`src/arsc_defines.svh`:
```
`ifndef ARSC_DEFINES_SVH
`define ARSC_DEFINES_SVH

`define ARSC_ADDR_W 4
`define ARSC_DATA_W 32
`define ARSC_SAMPLE_W 24
`define ARSC_PHASE_W 8
`define ARSC_CNT_W 8
`define ARSC_SETTLE_W 4

`define ARSC_REG_CONFIG 4'h0
`define ARSC_REG_PHASE 4'h1
`define ARSC_REG_DATA0 4'h2
`define ARSC_REG_DATA1 4'h3
`define ARSC_REG_STATUS 4'h4

`define ARSC_CFG_SRST_LSB 0
`define ARSC_CFG_SHDN_LSB 2
`define ARSC_CFG_EXTREF_BIT 4
`define ARSC_CFG_EXTCLK_BIT 5
`define ARSC_CFG_BSEN_LSB 6

`define ARSC_PHASE_RESET 8'h00
`define ARSC_INIT_SETTLE 4'h3
`define ARSC_ZERO_PATTERN 4'h3
`define ARSC_DR_DIV 256
`define ARSC_SINC_SETTLE 3

`endif

```
`src/arsc_pkg.sv`:
```
`include "arsc_defines.svh"

package arsc_pkg;

  typedef struct packed {
    logic rst_n_s1;
    logic rst_n_s2;
    logic por_s1;
    logic por_s2;
    logic [1:0] soft_rst;
    logic [1:0] shutdown;
    logic [1:0] bs_en;
    logic ext_ref;
    logic ext_clk;
    logic [`ARSC_PHASE_W-1:0] phase;
    logic [1:0][`ARSC_SAMPLE_W-1:0] data;
    logic [`ARSC_CNT_W-1:0] cnt;
    logic [1:0][`ARSC_SETTLE_W-1:0] settle;
    logic [1:0][1:0] pat;
    logic [1:0] drdy;
    logic [1:0] mod_out;
    logic [1:0] mod_oe;
    logic [1:0] bias_en;
    logic core_clk_en;
    logic input_clk_en;
    logic ref_en;
    logic supply_mon_en;
    logic spi_in_reset;
    logic comp_reset;
    logic [`ARSC_DATA_W-1:0] rd_data;
  } arsc_state_t;

endpackage

```
`src/arsc_reset_ctrl.sv`:
```
// What this block does
// - Channel soft reset only from its config bit; converter runs, output zero
// - Soft reset clears only that channel's data register
// - Channels soft reset independently; config left unchanged
// - No data-ready pulse from a channel in soft reset
// - Soft reset with bitstream enabled repeats 0011 on that pin
// - Leaving soft reset keeps phase delay, resyncs to running channel
// - One channel in soft reset keeps clock running for resync
// - Both soft reset: core clock stops, input clock stays, auto restore
// - Hard reset pin or power-on reset restores defaults, clears data
// - Hard reset tristates bitstreams and forces comparators to 0011
// - Hard reset holds serial interface in reset, no answers
// - Leaving shutdown enables biases; first data-ready after sinc settling
// - Channels shut down independently via config bit; config unchanged
// - Shutdown flushes channel data to zero, no data-ready pulses
// - Shutdown with bitstream enabled repeats 0011 on that pin
// - Leaving shutdown keeps phase delay, resyncs to running channel
// - Both shut down: input and core clocks gated until one resumes
// - Shutdown 11 with both external selects enters full shutdown
// - Full shutdown leaves only the serial interface and any enabled bitstream pin active
// - Any of those bits cleared restarts supply monitoring
// - Leaving full shutdown acts as power-on reset, ready after three periods
//
// The address-and-strobe port and the register offsets were chosen for this implementation.
`timescale 1ns/100ps
`default_nettype none
`include "arsc_defines.svh"

module arsc_reset_ctrl #(
  parameter int DR_DIV = `ARSC_DR_DIV,
  parameter int SINC_SETTLE = `ARSC_SINC_SETTLE
) (
  input wire logic core_clk,
  input wire logic sys_rst,
  input wire logic hard_reset_n,
  input wire logic por_req,
  input wire logic [`ARSC_ADDR_W-1:0] addr,
  input wire logic [`ARSC_DATA_W-1:0] wr_data,
  input wire logic wr_en,
  input wire logic rd_en,
  output logic [`ARSC_DATA_W-1:0] rd_data,
  input wire logic [1:0] conv_valid,
  input wire logic [`ARSC_SAMPLE_W-1:0] conv_data_0,
  input wire logic [`ARSC_SAMPLE_W-1:0] conv_data_1,
  input wire logic [1:0] mod_bit_in,
  output logic [1:0] data_ready,
  output logic [1:0] modulator_bitstream_out,
  output logic [1:0] modulator_bitstream_oe,
  output logic [1:0] analog_bias_en,
  output logic core_clk_en,
  output logic input_clk_en,
  output logic internal_ref_en,
  output logic supply_monitor_en,
  output logic serial_if_reset,
  output logic comparator_reset
);

  arsc_pkg::arsc_state_t s;
  arsc_pkg::arsc_state_t next_s;

  logic hard;
  logic full;
  logic [1:0] active;
  logic [1:0] tick;
  logic leave_full;

  // Read msb first so the pin shows 0, 0, 1, 1
  localparam logic [3:0] ZERO_PAT = `ARSC_ZERO_PATTERN;

  function automatic logic [`ARSC_DATA_W-1:0] cfg_word(
    input logic [1:0] srst, input logic [1:0] shdn, input logic eref,
    input logic eclk, input logic [1:0] bsen);
    cfg_word = '0;
    cfg_word[`ARSC_CFG_SRST_LSB +: 2] = srst;
    cfg_word[`ARSC_CFG_SHDN_LSB +: 2] = shdn;
    cfg_word[`ARSC_CFG_EXTREF_BIT] = eref;
    cfg_word[`ARSC_CFG_EXTCLK_BIT] = eclk;
    cfg_word[`ARSC_CFG_BSEN_LSB +: 2] = bsen;
  endfunction

  function automatic logic is_full(input logic [1:0] shdn,
    input logic eref, input logic eclk);
    is_full = (&shdn) && eref && eclk;
  endfunction

  // Level sensitive; synchroniser second stage is the only reader
  assign hard = !s.rst_n_s2 || s.por_s2;
  assign full = is_full(s.shutdown, s.ext_ref, s.ext_clk);
  assign active = ~s.soft_rst & ~s.shutdown;
  // Phase beyond DR_DIV-1 never ticks channel 1
  assign tick[0] = s.core_clk_en && (s.cnt == `ARSC_CNT_W'(0));
  assign tick[1] = s.core_clk_en && (s.cnt == s.phase);

  always_comb begin
    next_s = s;
    next_s.rst_n_s1 = hard_reset_n;
    next_s.rst_n_s2 = s.rst_n_s1;
    next_s.por_s1 = por_req;
    next_s.por_s2 = s.por_s1;
    next_s.drdy = 2'h0;
    next_s.rd_data = '0;

    // Shared rate counter keeps running while any channel converts
    if (s.core_clk_en) begin
      if (s.cnt == `ARSC_CNT_W'(DR_DIV - 1)) begin
        next_s.cnt = '0;
      end else begin
        next_s.cnt = s.cnt + `ARSC_CNT_W'(1);
      end
    end

    for (int c = 0; c < 2; c++) begin
      if (active[c]) begin
        next_s.pat[c] = 2'h0;
        next_s.mod_out[c] = s.bs_en[c] && mod_bit_in[c];
        if (conv_valid[c]) begin
          next_s.data[c] = (c == 0) ? conv_data_0 : conv_data_1;
        end
        if (tick[c]) begin
          if (s.settle[c] != '0) begin
            next_s.settle[c] = s.settle[c] - `ARSC_SETTLE_W'(1);
          end else begin
            next_s.drdy[c] = 1'b1;
          end
        end
      end else begin
        next_s.data[c] = '0;
        next_s.settle[c] = `ARSC_SETTLE_W'(SINC_SETTLE);
        next_s.pat[c] = s.pat[c] + 2'h1;
        next_s.mod_out[c] = s.bs_en[c] &&
          ZERO_PAT[2'h3 - s.pat[c]];
      end
    end
    next_s.mod_oe = s.bs_en;

    // Gating follows the live mode; one cycle behind the config
    next_s.core_clk_en = |active;
    next_s.input_clk_en = !(&s.shutdown);
    next_s.bias_en = ~s.shutdown;
    next_s.ref_en = !s.ext_ref && !full;
    next_s.supply_mon_en = !full;
    next_s.spi_in_reset = 1'b0;
    next_s.comp_reset = 1'b0;

    if (wr_en) begin
      unique case (addr)
        `ARSC_REG_CONFIG: begin
          next_s.soft_rst = wr_data[`ARSC_CFG_SRST_LSB +: 2];
          next_s.shutdown = wr_data[`ARSC_CFG_SHDN_LSB +: 2];
          next_s.ext_ref = wr_data[`ARSC_CFG_EXTREF_BIT];
          next_s.ext_clk = wr_data[`ARSC_CFG_EXTCLK_BIT];
          next_s.bs_en = wr_data[`ARSC_CFG_BSEN_LSB +: 2];
        end
        `ARSC_REG_PHASE: next_s.phase = wr_data[`ARSC_PHASE_W-1:0];
        default: ;
      endcase
    end

    if (rd_en) begin
      unique case (addr)
        `ARSC_REG_CONFIG: next_s.rd_data = cfg_word(s.soft_rst,
          s.shutdown, s.ext_ref, s.ext_clk, s.bs_en);
        `ARSC_REG_PHASE: next_s.rd_data = `ARSC_DATA_W'(s.phase);
        `ARSC_REG_DATA0: next_s.rd_data = `ARSC_DATA_W'(s.data[0]);
        `ARSC_REG_DATA1: next_s.rd_data = `ARSC_DATA_W'(s.data[1]);
        `ARSC_REG_STATUS: next_s.rd_data = `ARSC_DATA_W'(
          {s.input_clk_en, full, s.core_clk_en, active});
        default: next_s.rd_data = '0;
      endcase
    end

    // Leaving full shutdown is an internal power-on reset
    leave_full = full && !is_full(next_s.shutdown, next_s.ext_ref,
      next_s.ext_clk);
    if (leave_full) begin
      next_s.soft_rst = 2'h0;
      next_s.shutdown = 2'h0;
      next_s.ext_ref = 1'b0;
      next_s.ext_clk = 1'b0;
      next_s.bs_en = 2'h0;
      next_s.phase = `ARSC_PHASE_RESET;
      next_s.data = '0;
      next_s.cnt = '0;
      next_s.settle = {2{`ARSC_INIT_SETTLE}};
      next_s.supply_mon_en = 1'b1;
    end

    // Hard reset wins over everything, bus included
    if (hard) begin
      next_s.soft_rst = 2'h0;
      next_s.shutdown = 2'h0;
      next_s.ext_ref = 1'b0;
      next_s.ext_clk = 1'b0;
      next_s.bs_en = 2'h0;
      next_s.phase = `ARSC_PHASE_RESET;
      next_s.data = '0;
      next_s.cnt = '0;
      next_s.settle = {2{`ARSC_INIT_SETTLE}};
      next_s.pat = '0;
      next_s.drdy = 2'h0;
      next_s.mod_out = 2'h0;
      next_s.mod_oe = 2'h0;
      next_s.bias_en = 2'h3;
      next_s.core_clk_en = 1'b0;
      next_s.input_clk_en = 1'b1;
      next_s.ref_en = 1'b1;
      next_s.supply_mon_en = 1'b1;
      next_s.spi_in_reset = 1'b1;
      next_s.comp_reset = 1'b1;
      next_s.rd_data = '0;
    end
  end

  always_ff @(posedge core_clk) begin
    if (sys_rst) begin
      s <= '0;
    end else begin
      s <= next_s;
    end
  end

  assign rd_data = s.rd_data;
  assign data_ready = s.drdy;
  assign modulator_bitstream_out = s.mod_out;
  assign modulator_bitstream_oe = s.mod_oe;
  assign analog_bias_en = s.bias_en;
  assign core_clk_en = s.core_clk_en;
  assign input_clk_en = s.input_clk_en;
  assign internal_ref_en = s.ref_en;
  assign supply_monitor_en = s.supply_mon_en;
  assign serial_if_reset = s.spi_in_reset;
  assign comparator_reset = s.comp_reset;
endmodule // arsc_reset_ctrl

`default_nettype wire

```
`config.mk`:
```
export PLATFORM = sky130hd
export DESIGN_NAME = arsc_reset_ctrl
export DESIGN_NICKNAME = d
export VERILOG_FILES = /design/src/arsc_pkg.sv /design/src/arsc_reset_ctrl.sv
export VERILOG_INCLUDE_DIRS = /design/src
export SDC_FILE = /design/constraint.sdc
export NUM_CORES = 1
export LEC_CHECK = 0
export ABC_CLOCK_PERIOD_IN_PS = 1950
export BUFFER_PORTS_ARGS = -buffer_cell sky130_fd_sc_hd__buf_4
export CAP_MARGIN = 25
export CORE_MARGIN = 3
export CORE_UTILIZATION = 36
export DETAILED_ROUTE_END_ITERATION = 6
export MAX_ROUTING_LAYER = met4
export PLACE_DENSITY_LB_ADDON = 0.2
export SETUP_SLACK_MARGIN = 0.1
export SLEW_MARGIN = 20
export SYNTH_ARGS = -nofsm -noshare
export SYNTH_HDL_FRONTEND = slang
export SYNTH_SLANG_ARGS = --single-unit
```
`constraint.sdc`:
```
create_clock -name core_clk -period 1.95 [get_ports core_clk]
set_input_delay 0.2925 -clock core_clk [delete_from_list [all_inputs] [get_ports core_clk]]
set_output_delay 0.2925 -clock core_clk [all_outputs]
set_load 0.02 [all_outputs]
```
==> impl_metrics.json, run 1 <==
{
  "status": "complete, no violations",
  "hold_depth": 2,
  "p_per_area_nw_per_um2": 927,
  "internal_power_w": 0.00467,
  "grt_max_degree": 27,
  "synthFlopType": "dfxtp_1",
  "p_leak_nw": 2.67,
  "drt_first_pass_iters": 6,
  "critPathMaxStageDelay_ns": 0.45,
  "drive_gt1_share_pct": 28.1,
  "cp_max_fo": 5,
  "stdcell_count": 796,
  "antenna_cells": 0,
  "total_power_w": 0.00597,
  "grt_pass1_wl_microns": 19600,
  "r2r-start": "s[59]",
  "drc": 0,
  "cts_hold_buf": 0,
  "final.setup.tns_ns": 0,
  "grt_use_total_pct": 17.2,
  "grt_overflow": 0,
  "rrSetupSlack_ns": 0.07,
  "ant_nets": 0,
  "fin_nets": 704,
  "max_freq_mhz": 532,
  "power_frac_comb_pct": 6.3,
  "synth_cells": 519,
  "p_clk_share_pct": 50.2,
  "wirelength_microns": 12600,
  "critPathCaptureType": "flop",
  "post_drt_wl_per_cell_microns": 15.8,
  "startpoint": "s[59]",
  "ys_warn_count": 0,
  "antenna_found_initial": 0,
  "reg2regPathDepth": 5,
  "clock_latency_ns": 0.41,
  "fin_skew_ns": 0.0122,
  "vias_per_cell": 4.85,
  "path_depth": 5,
  "ys_ff_latch": 125,
  "fp.dieH_microns": 124,
  "pwr-share-seq_pct": 43.5,
  "netlist_area_sq_um": 5010,
  "cts_buffer_depth": 2,
  "area_delta_synth_final_pct": 28.7,
  "die_w_microns": 124,
  "fin_util_pct": 48.1,
  "port_buffers": 107,
  "finalHoldViolCount": 0,
  "crit_chain": "xor2_1 -> a2111o_1 -> nor4b_4 -> mux2_4 -> a31oi_2",
  "vias": 3861,
  "cts_buffers": 17,
  "synth_cell_type_count": 39,
  "htree_levels": 4,
  "switchingPower_w": 0.00130,
  "grt_pass1_vias": 3801,
  "start_kind": "flop",
  "hpwl_microns": 8900,
  "dp.cells": 762,
  "pre_cts_ws_ns": 0.0896,
  "rr_endpoint": "s[55]",
  "synth-edff-count": 0,
  "clock-sinks": 125,
  "min_path_type": "in2reg",
  "ctsRootBufferMaster": "clkbuf_16",
  "setup_ws_ns": 0.0692,
  "dieArea_sq_um": 15400,
  "synth.avg_cell_area_sq_um": 9.65,
  "critPathBufInv": 0,
  "rsz0062_at_grt": "yes",
  "ir_worst_vdd_uv": 600,
  "gp_congestion": 0.808,
  "cp_slowest_cell": "a2111o_1",
  "critical_path_class": "reg2reg",
  "yosysSeqAreaShare_pct": 50.0,
  "drv_cap": 0,
  "swShare_pct": 21.8,
  "num_rows": 42,
  "pin_count": 140,
  "cp_top_family": "compound AO/OA/AOI/OAI gates",
  "finalSetupViolations": 0,
  "period_needed_ns": 1.88,
  "crit_end": "s[55]",
  "core_area_sq_um": 13400,
  "cts_tree": "yes",
  "initial_core_util_pct": 37.4,
  "synthArstFlopShare_pct": 0,
  "cp.required_ns": 2.29,
  "drt_iter0_drc": 234,
  "period_share_pct": 96.4,
  "clk_pin_slew_worst_paths_ns": 0.05,
  "cp.arrival_ns": 2.22,
  "drv_slew": 0
}
[cell families after synthesis]
family | after synthesis | synth area share, %
AO/OA/AOI/OAI | 73 | 9.82
other | 1 | 0.0749
flip-flops | 125 | 50.0
buffers and inverters | 76 | 8.95
XOR/XNOR | 16 | 2.80
adder cells (fa/ha/maj) | 3 | 0.750
AND/OR/NAND/NOR | 164 | 15.4
multiplexers | 61 | 12.2
[how the worst min path moves through the flow]
| stage | startpoint | end | slack (ns) |
|---|---|---|---|
| global placement | s[46] | s[46] | 0.42 |
| CTS | hard_reset_n | next_s[132] | 0.08 |
| global route | hard_reset_n | next_s[132] | 0.11 |
| finish | hard_reset_n | next_s[132] | 0.1 |
| floorplan | sys_rst | next_s[130] | 0.36 |
| detailed placement | s[48] | s[48] | 0.43 |
[registers in the layout, indices dropped and copies added (netlist names)]
name	cells
core_clk_en	1
modulator_bitstream_oe	2
internal_ref_en	1
data_ready	2
input_clk_en	1
modulator_bitstream_out	2
next_s	2
analog_bias_en	2
s	86
supply_monitor_en	1
serial_if_reset	1
rd_data	24
[synthesized netlist by cell type (2+ instances only)]
cell type	instances	area [sq um]
inv_1	7	26.3
a21boi_0	3	22.5
a21oi_1	22	110
nor4_1	4	25.0
and2_1	3	18.8
nor4b_1	4	35.0
nand2_1	20	75.1
xnor2_1	10	87.6
a31oi_1	6	37.5
a222oi_1	5	50.1
dfxtp_1	125	2500
nor2b_1	9	56.3
o211ai_1	2	15.0
clkbuf_1	26	97.6
nor3_1	5	25.0
nand4_1	5	31.3
and4_1	3	26.3
xor2_1	6	52.6
nand3_1	14	70.1
mux2i_1	59	591
nor2_1	90	338
ha_1	3	37.5
o21ai_0	5	25.0
a22oi_1	27	203
buf_4	41	308
mux2_2	2	22.5
[cell usage in the layout, fill, tap and decap left out, types with 2 or more instances in the layout]
| cell type | Yosys | final |
|---|---|---|
| a222oi_1 | 5 | 5 |
| bufinv_16 | 0 | 2 |
| o211ai_1 | 2 | 2 |
| xnor2_1 | 10 | 10 |
| a22oi_1 | 27 | 27 |
| clkbuf_1 | 26 | 2 |
| and2_1 | 3 | 3 |
| clkinvlp_4 | 0 | 3 |
| mux2i_1 | 59 | 59 |
| o21ai_0 | 5 | 5 |
| xor2_1 | 6 | 6 |
| nor2_1 | 90 | 90 |
| a31oi_1 | 6 | 5 |
| dfxtp_1 | 125 | 123 |
| nor4b_1 | 4 | 3 |
| nor3_1 | 5 | 3 |
| conb_1 | 1 | 8 |
| nand2_1 | 20 | 20 |
| nand4_1 | 5 | 5 |
| inv_1 | 7 | 7 |
| and4_1 | 3 | 3 |
| clkbuf_16 | 0 | 17 |
| dfxtp_2 | 0 | 2 |
| a21oi_1 | 22 | 22 |
| clkinv_2 | 0 | 6 |
| a21boi_0 | 3 | 3 |
| nor3_2 | 0 | 2 |
| ha_1 | 3 | 3 |
| buf_4 | 41 | 130 |
| nor4_1 | 4 | 3 |
| nand3_1 | 14 | 14 |
| nor2b_1 | 9 | 9 |
[stage by stage]
step,hold slack [ns],instance area [sq um]
floorplan,0.364,5030
global placement,0.419,5830
detailed placement,0.429,5830
CTS,0.0830,6410
global route,0.110,6440
finish,0.0960,6440
[cell type report]
type                    count  area, sq um
fillers                  1277         6960
flip-flops and latches    125         2500
multi-input cells         325         2130
repair buffers            131          996
clock buffers              20          447
well taps                 176          220
clock inverters            12          121
inverters                   7         26.3
[timing repair]
| item | in CTS | in global routing |
|---|---|---|
| cloned | 0 | 0 |
| setup buffers | 0 | 2 |
| gates resized for setup | 1 | 6 |
| endpoints found under the setup margin | 2 | 5 |
| pin swaps | 0 | 4 |
[power by group through the flow]
stage / combinational [W] / clock (W) / sequential, W
after CTS: 0.000368 / 0.00306 / 0.00260
after floorplan: 0.000191 / 0 / 0.00266
after global placement: 0.000361 / 0 / 0.00265
final: 0.000374 / 0.00300 / 0.00260
after global routing: 0.000406 / 0.00318 / 0.00260
after detailed placement: 0.000367 / 0 / 0.00265
[per-layer routing]
metal	vias to the layer above	global-route usage, %	part of all wire, %
met4	0	4.72	0.51
met5	-	-	0
li1	1920	-	-
met3	7	4.18	4.2
met1	1843	21.4	44
met2	91	28.0	51
No activity file was read; power rests on OpenSTA's default activity.
==> inputs of run 2 (changes only) <==
- RECOVER_POWER: unset -> 50
==> impl_metrics.json, run 2 (same netlist as run 1, synthesis figures left out) <==
{
  "gp_congestion": 0.808,
  "p_per_area_nw_per_um2": 950,
  "cts_buffers": 17,
  "die_w_microns": 124,
  "pin_count": 140,
  "drc": 0,
  "rr_endpoint": "s[55]",
  "finalSetupViolations": 0,
  "finalHoldViolCount": 0,
  "cp.required_ns": 2.29,
  "cts_buffer_depth": 2,
  "rsz0062_at_grt": "yes",
  "ir_worst_vdd_uv": 600,
  "p_leak_nw": 2.49,
  "setup_ws_ns": 0.0782,
  "dieArea_sq_um": 15400,
  "num_rows": 42,
  "ant_nets": 0,
  "min_path_type": "in2reg",
  "r2r-start": "s[59]",
  "area_delta_synth_final_pct": 25.6,
  "start_kind": "flop",
  "vias_per_cell": 4.88,
  "cp_slowest_cell": "a2111o_1",
  "port_buffers": 107,
  "cts_tree": "yes",
  "fin_skew_ns": 0.00914,
  "rrSetupSlack_ns": 0.08,
  "wirelength_microns": 12700,
  "fin_util_pct": 46.9,
  "total_power_w": 0.00597,
  "largest_reg_flops": 86,
  "fin_nets": 704,
  "post_drt_wl_per_cell_microns": 15.9,
  "initial_core_util_pct": 37.4,
  "htree_levels": 4,
  "grt_overflow": 0,
  "critical_path_class": "reg2reg",
  "core_area_sq_um": 13400,
  "hpwl_microns": 8900,
  "clock-sinks": 125,
  "hp-start": "hard_reset_n",
  "hold_end": "next_s[132]",
  "vias": 3883,
  "clk_pin_slew_worst_paths_ns": 0.05,
  "tightest_slew_ns": 0.555,
  "critPathMaxStageDelay_ns": 0.44,
  "fp.dieH_microns": 124,
  "crit_chain": "xor2_1 -> a2111o_1 -> nor4b_4 -> mux2_4 -> a31oi_2",
  "period_needed_ns": 1.87,
  "pre_cts_ws_ns": 0.0896,
  "status": "complete, no violations",
  "dp.cells": 762,
  "cp_max_fo": 5,
  "drt_first_pass_iters": 5,
  "max_freq_mhz": 534,
  "drv_slew": 0,
  "slew_headroom_pct": 63.0,
  "period_share_pct": 96.0,
  "reg2regPathDepth": 5,
  "drv_cap": 0,
  "grt_pass1_vias": 3801,
  "critPathCaptureType": "flop",
  "stdcell_count": 796,
  "hold_ws_ns": 0.0990,
  "antenna_cells": 0,
  "clock_latency_ns": 0.41,
  "drt_iter0_drc": 238,
  "layout_common_cells": "dfxtp_1, nor2_1, buf_4, mux2i_1, clkbuf_1",
  "final_common_cell": "dfxtp_1",
  "drive_gt1_share_pct": 21.3,
  "ctsRootBufferMaster": "clkbuf_16",
  "cp.arrival_ns": 2.21,
  "cts_hold_buf": 0,
  "antenna_found_initial": 0,
  "hold_depth": 2,
  "top_register": "s",
  "grt_max_degree": 27,
  "grt_pass1_wl_microns": 19600,
  "grt_use_total_pct": 17.2
}
==> run 2: changes by cell type in the layout (fill, tap and decap cells not counted), sizes merged <==
cell | before | now
buf | 131 | 89
clkbuf | 20 | 62
==> run 2: worst max path at each step <==
stage,startpoint,cells past startpoint,slack (ns),end
2_1_floorplan,s[63],6,0.10,s[55]
3_5_place_dp,s[59],7,0.09,s[51]
3_3_place_gp,s[118],5,0.13,s[55]
4_1_cts,s[62],5,0.07,s[55]
6_report,s[59],5,0.08,s[55]
5_1_grt,s[59],5,-0.02,s[55]
==> run 2: through the flow <==
step / cell area, sq um / setup TNS (ns)
global route: 6290 / -0.0326
global placement: 5830 / 0
floorplan: 5030 / 0
detailed placement: 5830 / 0
finish: 6290 / 0
CTS: 6410 / 0
==> run 2: per-layer routing <==
layer / global-route usage, % / vias to the layer above / part of all wire (%)
met5: - / - / 0
met4: 4.72 / 0 / 0.59
met3: 4.18 / 7 / 4.9
met2: 28.0 / 85 / 51
met1: 21.4 / 1870 / 44
li1: - / 1921 / -
==> run 2: what timing repair did <==
item / in CTS / in global routing
pin swaps: 0 / 4
setup endpoints to repair: 2 / 5
endpoints found under the hold margin: 0 / 0
setup buffers: 0 / 2
gates resized for setup: 1 / 6
==> run 2: critical path: cells and delay by family (launching register included) <==
family / cells / cell delay [ns]
AO/OA/AOI/OAI: 2 / 0.58
XOR/XNOR: 1 / 0.16
flip-flops: 1 / 0.34
multiplexers: 1 / 0.34
AND/OR/NAND/NOR: 1 / 0.38
==> run 2: layout make-up <==
cell class	instances	area, sq um
tap	176	220
clock inverter	12	121
timing repair buffer	131	838
fill	1312	7110
inverter	7	26.3
clock buffer	20	447
multi-input combinational	325	2130
sequential	125	2500
==> run 2: report_power, final <==
| part | internal [W] | switching [W] | total, W |
|---|---|---|---|
| Clock | 0.00190 | 0.00111 | 0.00301 |
| Sequential | 0.00258 | 0.0000162 | 0.00260 |
| Combinational | 0.000181 | 0.000184 | 0.000364 |
| Total | 0.00466 | 0.00131 | 0.00597 |
==> inputs of run 3 (changes only) <==
- CORE_UTILIZATION: 36 -> 47
==> impl_metrics.json, run 3 (same netlist as run 1, synthesis figures left out) <==
{
  "num_rows": 37,
  "grt_overflow": 0,
  "ir_worst_vdd_uv": 592,
  "period_needed_ns": 1.83,
  "largest_reg_flops": 86,
  "hpwl_microns": 8380,
  "drt_first_pass_iters": 6,
  "drt_iter0_drc": 267,
  "dp.cells": 720,
  "total_power_w": 0.00656,
  "post_drt_wl_per_cell_microns": 16.1,
  "cp.required_ns": 2.40,
  "cts_buffers": 17,
  "antenna_found_initial": 0,
  "min_path_type": "in2reg",
  "drive_gt1_share_pct": 21.4,
  "pin_count": 140,
  "antenna_cells": 0,
  "cts_tree": "yes",
  "die_w_microns": 109,
  "dieArea_sq_um": 11900,
  "wirelength_microns": 12300,
  "rr_endpoint": "s[55]",
  "port_buffers": 107,
  "critPathCaptureType": "flop",
  "clock-sinks": 125,
  "fp.dieH_microns": 109,
  "final.setup.tns_ns": 0,
  "fin_skew_ns": 0.00976,
  "startpoint": "s[118]",
  "grt_pass1_wl_microns": 19000,
  "grt_pass1_vias": 3966,
  "fin_util_pct": 62.7,
  "initial_core_util_pct": 48.5,
  "critPathMaxStageDelay_ns": 0.46,
  "start_kind": "flop",
  "rsz0062_at_grt": "yes",
  "vias": 4043,
  "critical_path_class": "reg2reg",
  "finalSetupViolations": 0,
  "p_per_area_nw_per_um2": 1010,
  "drv_cap": 0,
  "ctsRootBufferMaster": "clkbuf_8",
  "cts_buffer_depth": 2,
  "reg2regPathDepth": 5,
  "hold_ws_ns": 0.0189,
  "status": "complete, no violations",
  "r2r-start": "s[118]",
  "grt_max_degree": 28,
  "p_leak_nw": 2.60,
  "period_share_pct": 94.0,
  "gp_congestion": 0.851,
  "cp_max_fo": 3,
  "rrSetupSlack_ns": 0.12,
  "fin_nets": 715,
  "finalHoldViolCount": 0,
  "vias_per_cell": 5.27,
  "max_freq_mhz": 546,
  "layout_common_cells": "dfxtp_1, nor2_1, buf_4, mux2i_1, clkbuf_1",
  "ant_nets": 0,
  "clk_pin_slew_worst_paths_ns": 0.06,
  "htree_levels": 4,
  "cp_slowest_cell": "a2111o_1",
  "crit_end": "s[55]",
  "drc": 0,
  "drv_slew": 0,
  "clock_latency_ns": 0.51,
  "core_area_sq_um": 10300,
  "top_register": "s",
  "final_common_cell": "dfxtp_1",
  "crit_chain": "xor2_1 -> a2111o_1 -> nor4b_4 -> mux2_2 -> a31oi_1",
  "cp.arrival_ns": 2.28,
  "area_delta_synth_final_pct": 29.4,
  "stdcell_count": 767,
  "grt_use_total_pct": 21.3
}
[run 3: metal layers]
metal / GRT usage (%) / part of all wire, %
met1: 25.4 / 43
met2: 35.3 / 49
met3: 5.15 / 7.0
met4: 7.39 / 1.3
met5: - / 0
[run 3: how the worst min path moves through the flow]
stage | start | to | slack (ns) | cells after the start
after detailed placement | next_s[130] | s[130] | 0.43 | 1
after global placement | s[46] | s[46] | 0.42 | 1
after CTS | conv_data_0[5] | s[71] | 0.0004 | 3
final | conv_data_1[10] | s[100] | 0.02 | 3
after floorplan | sys_rst | next_s[130] | 0.36 | 1
after global routing | conv_data_0[13] | s[79] | 0.02 | 3
[run 3: cell type report]
type / instances / area (sq um)
Multi-Input combinational cell: 325 / 2130
Fill cell: 876 / 3850
Sequential cell: 125 / 2510
Inverter: 7 / 26.3
Clock inverter: 13 / 235
Clock buffer: 19 / 442
Tap cell: 136 / 170
Timing Repair Buffer: 142 / 967
[run 3: stage by stage]
step                      setup WS, ns  instance area, sq um
after floorplan                  0.102                  5030
final                            0.118                  6480
after detailed placement       -0.0200                  5780
after global routing            0.0148                  6480
after CTS                        0.102                  6610
after global placement           0.150                  5780
[run 3: what timing repair did]
item	in CTS	in global routing
buffers inserted	2	0
endpoints found under the hold margin	13	0
gates resized for setup	2	7
setup endpoints to repair	5	7
pin swaps	1	2
hold buffers	13	0
[run 3: critical path: cells and delay by family, from the launching register on]
family	cells	cell delay, ns
flops	1	0.33
xor+xnor	1	0.14
compound gates	2	0.61
simple gates	1	0.32
mux	1	0.37
[run 3: report_power, final]
| part | total (W) | internal, W | switching [W] | leakage (nW) |
|---|---|---|---|---|
| clock network | 0.00358 | 0.00241 | 0.00117 | 0.325 |
| registers | 0.00260 | 0.00258 | 0.0000170 | 1.01 |
| logic | 0.000381 | 0.000197 | 0.000184 | 1.26 |
| total | 0.00656 | 0.00519 | 0.00137 | 2.60 |
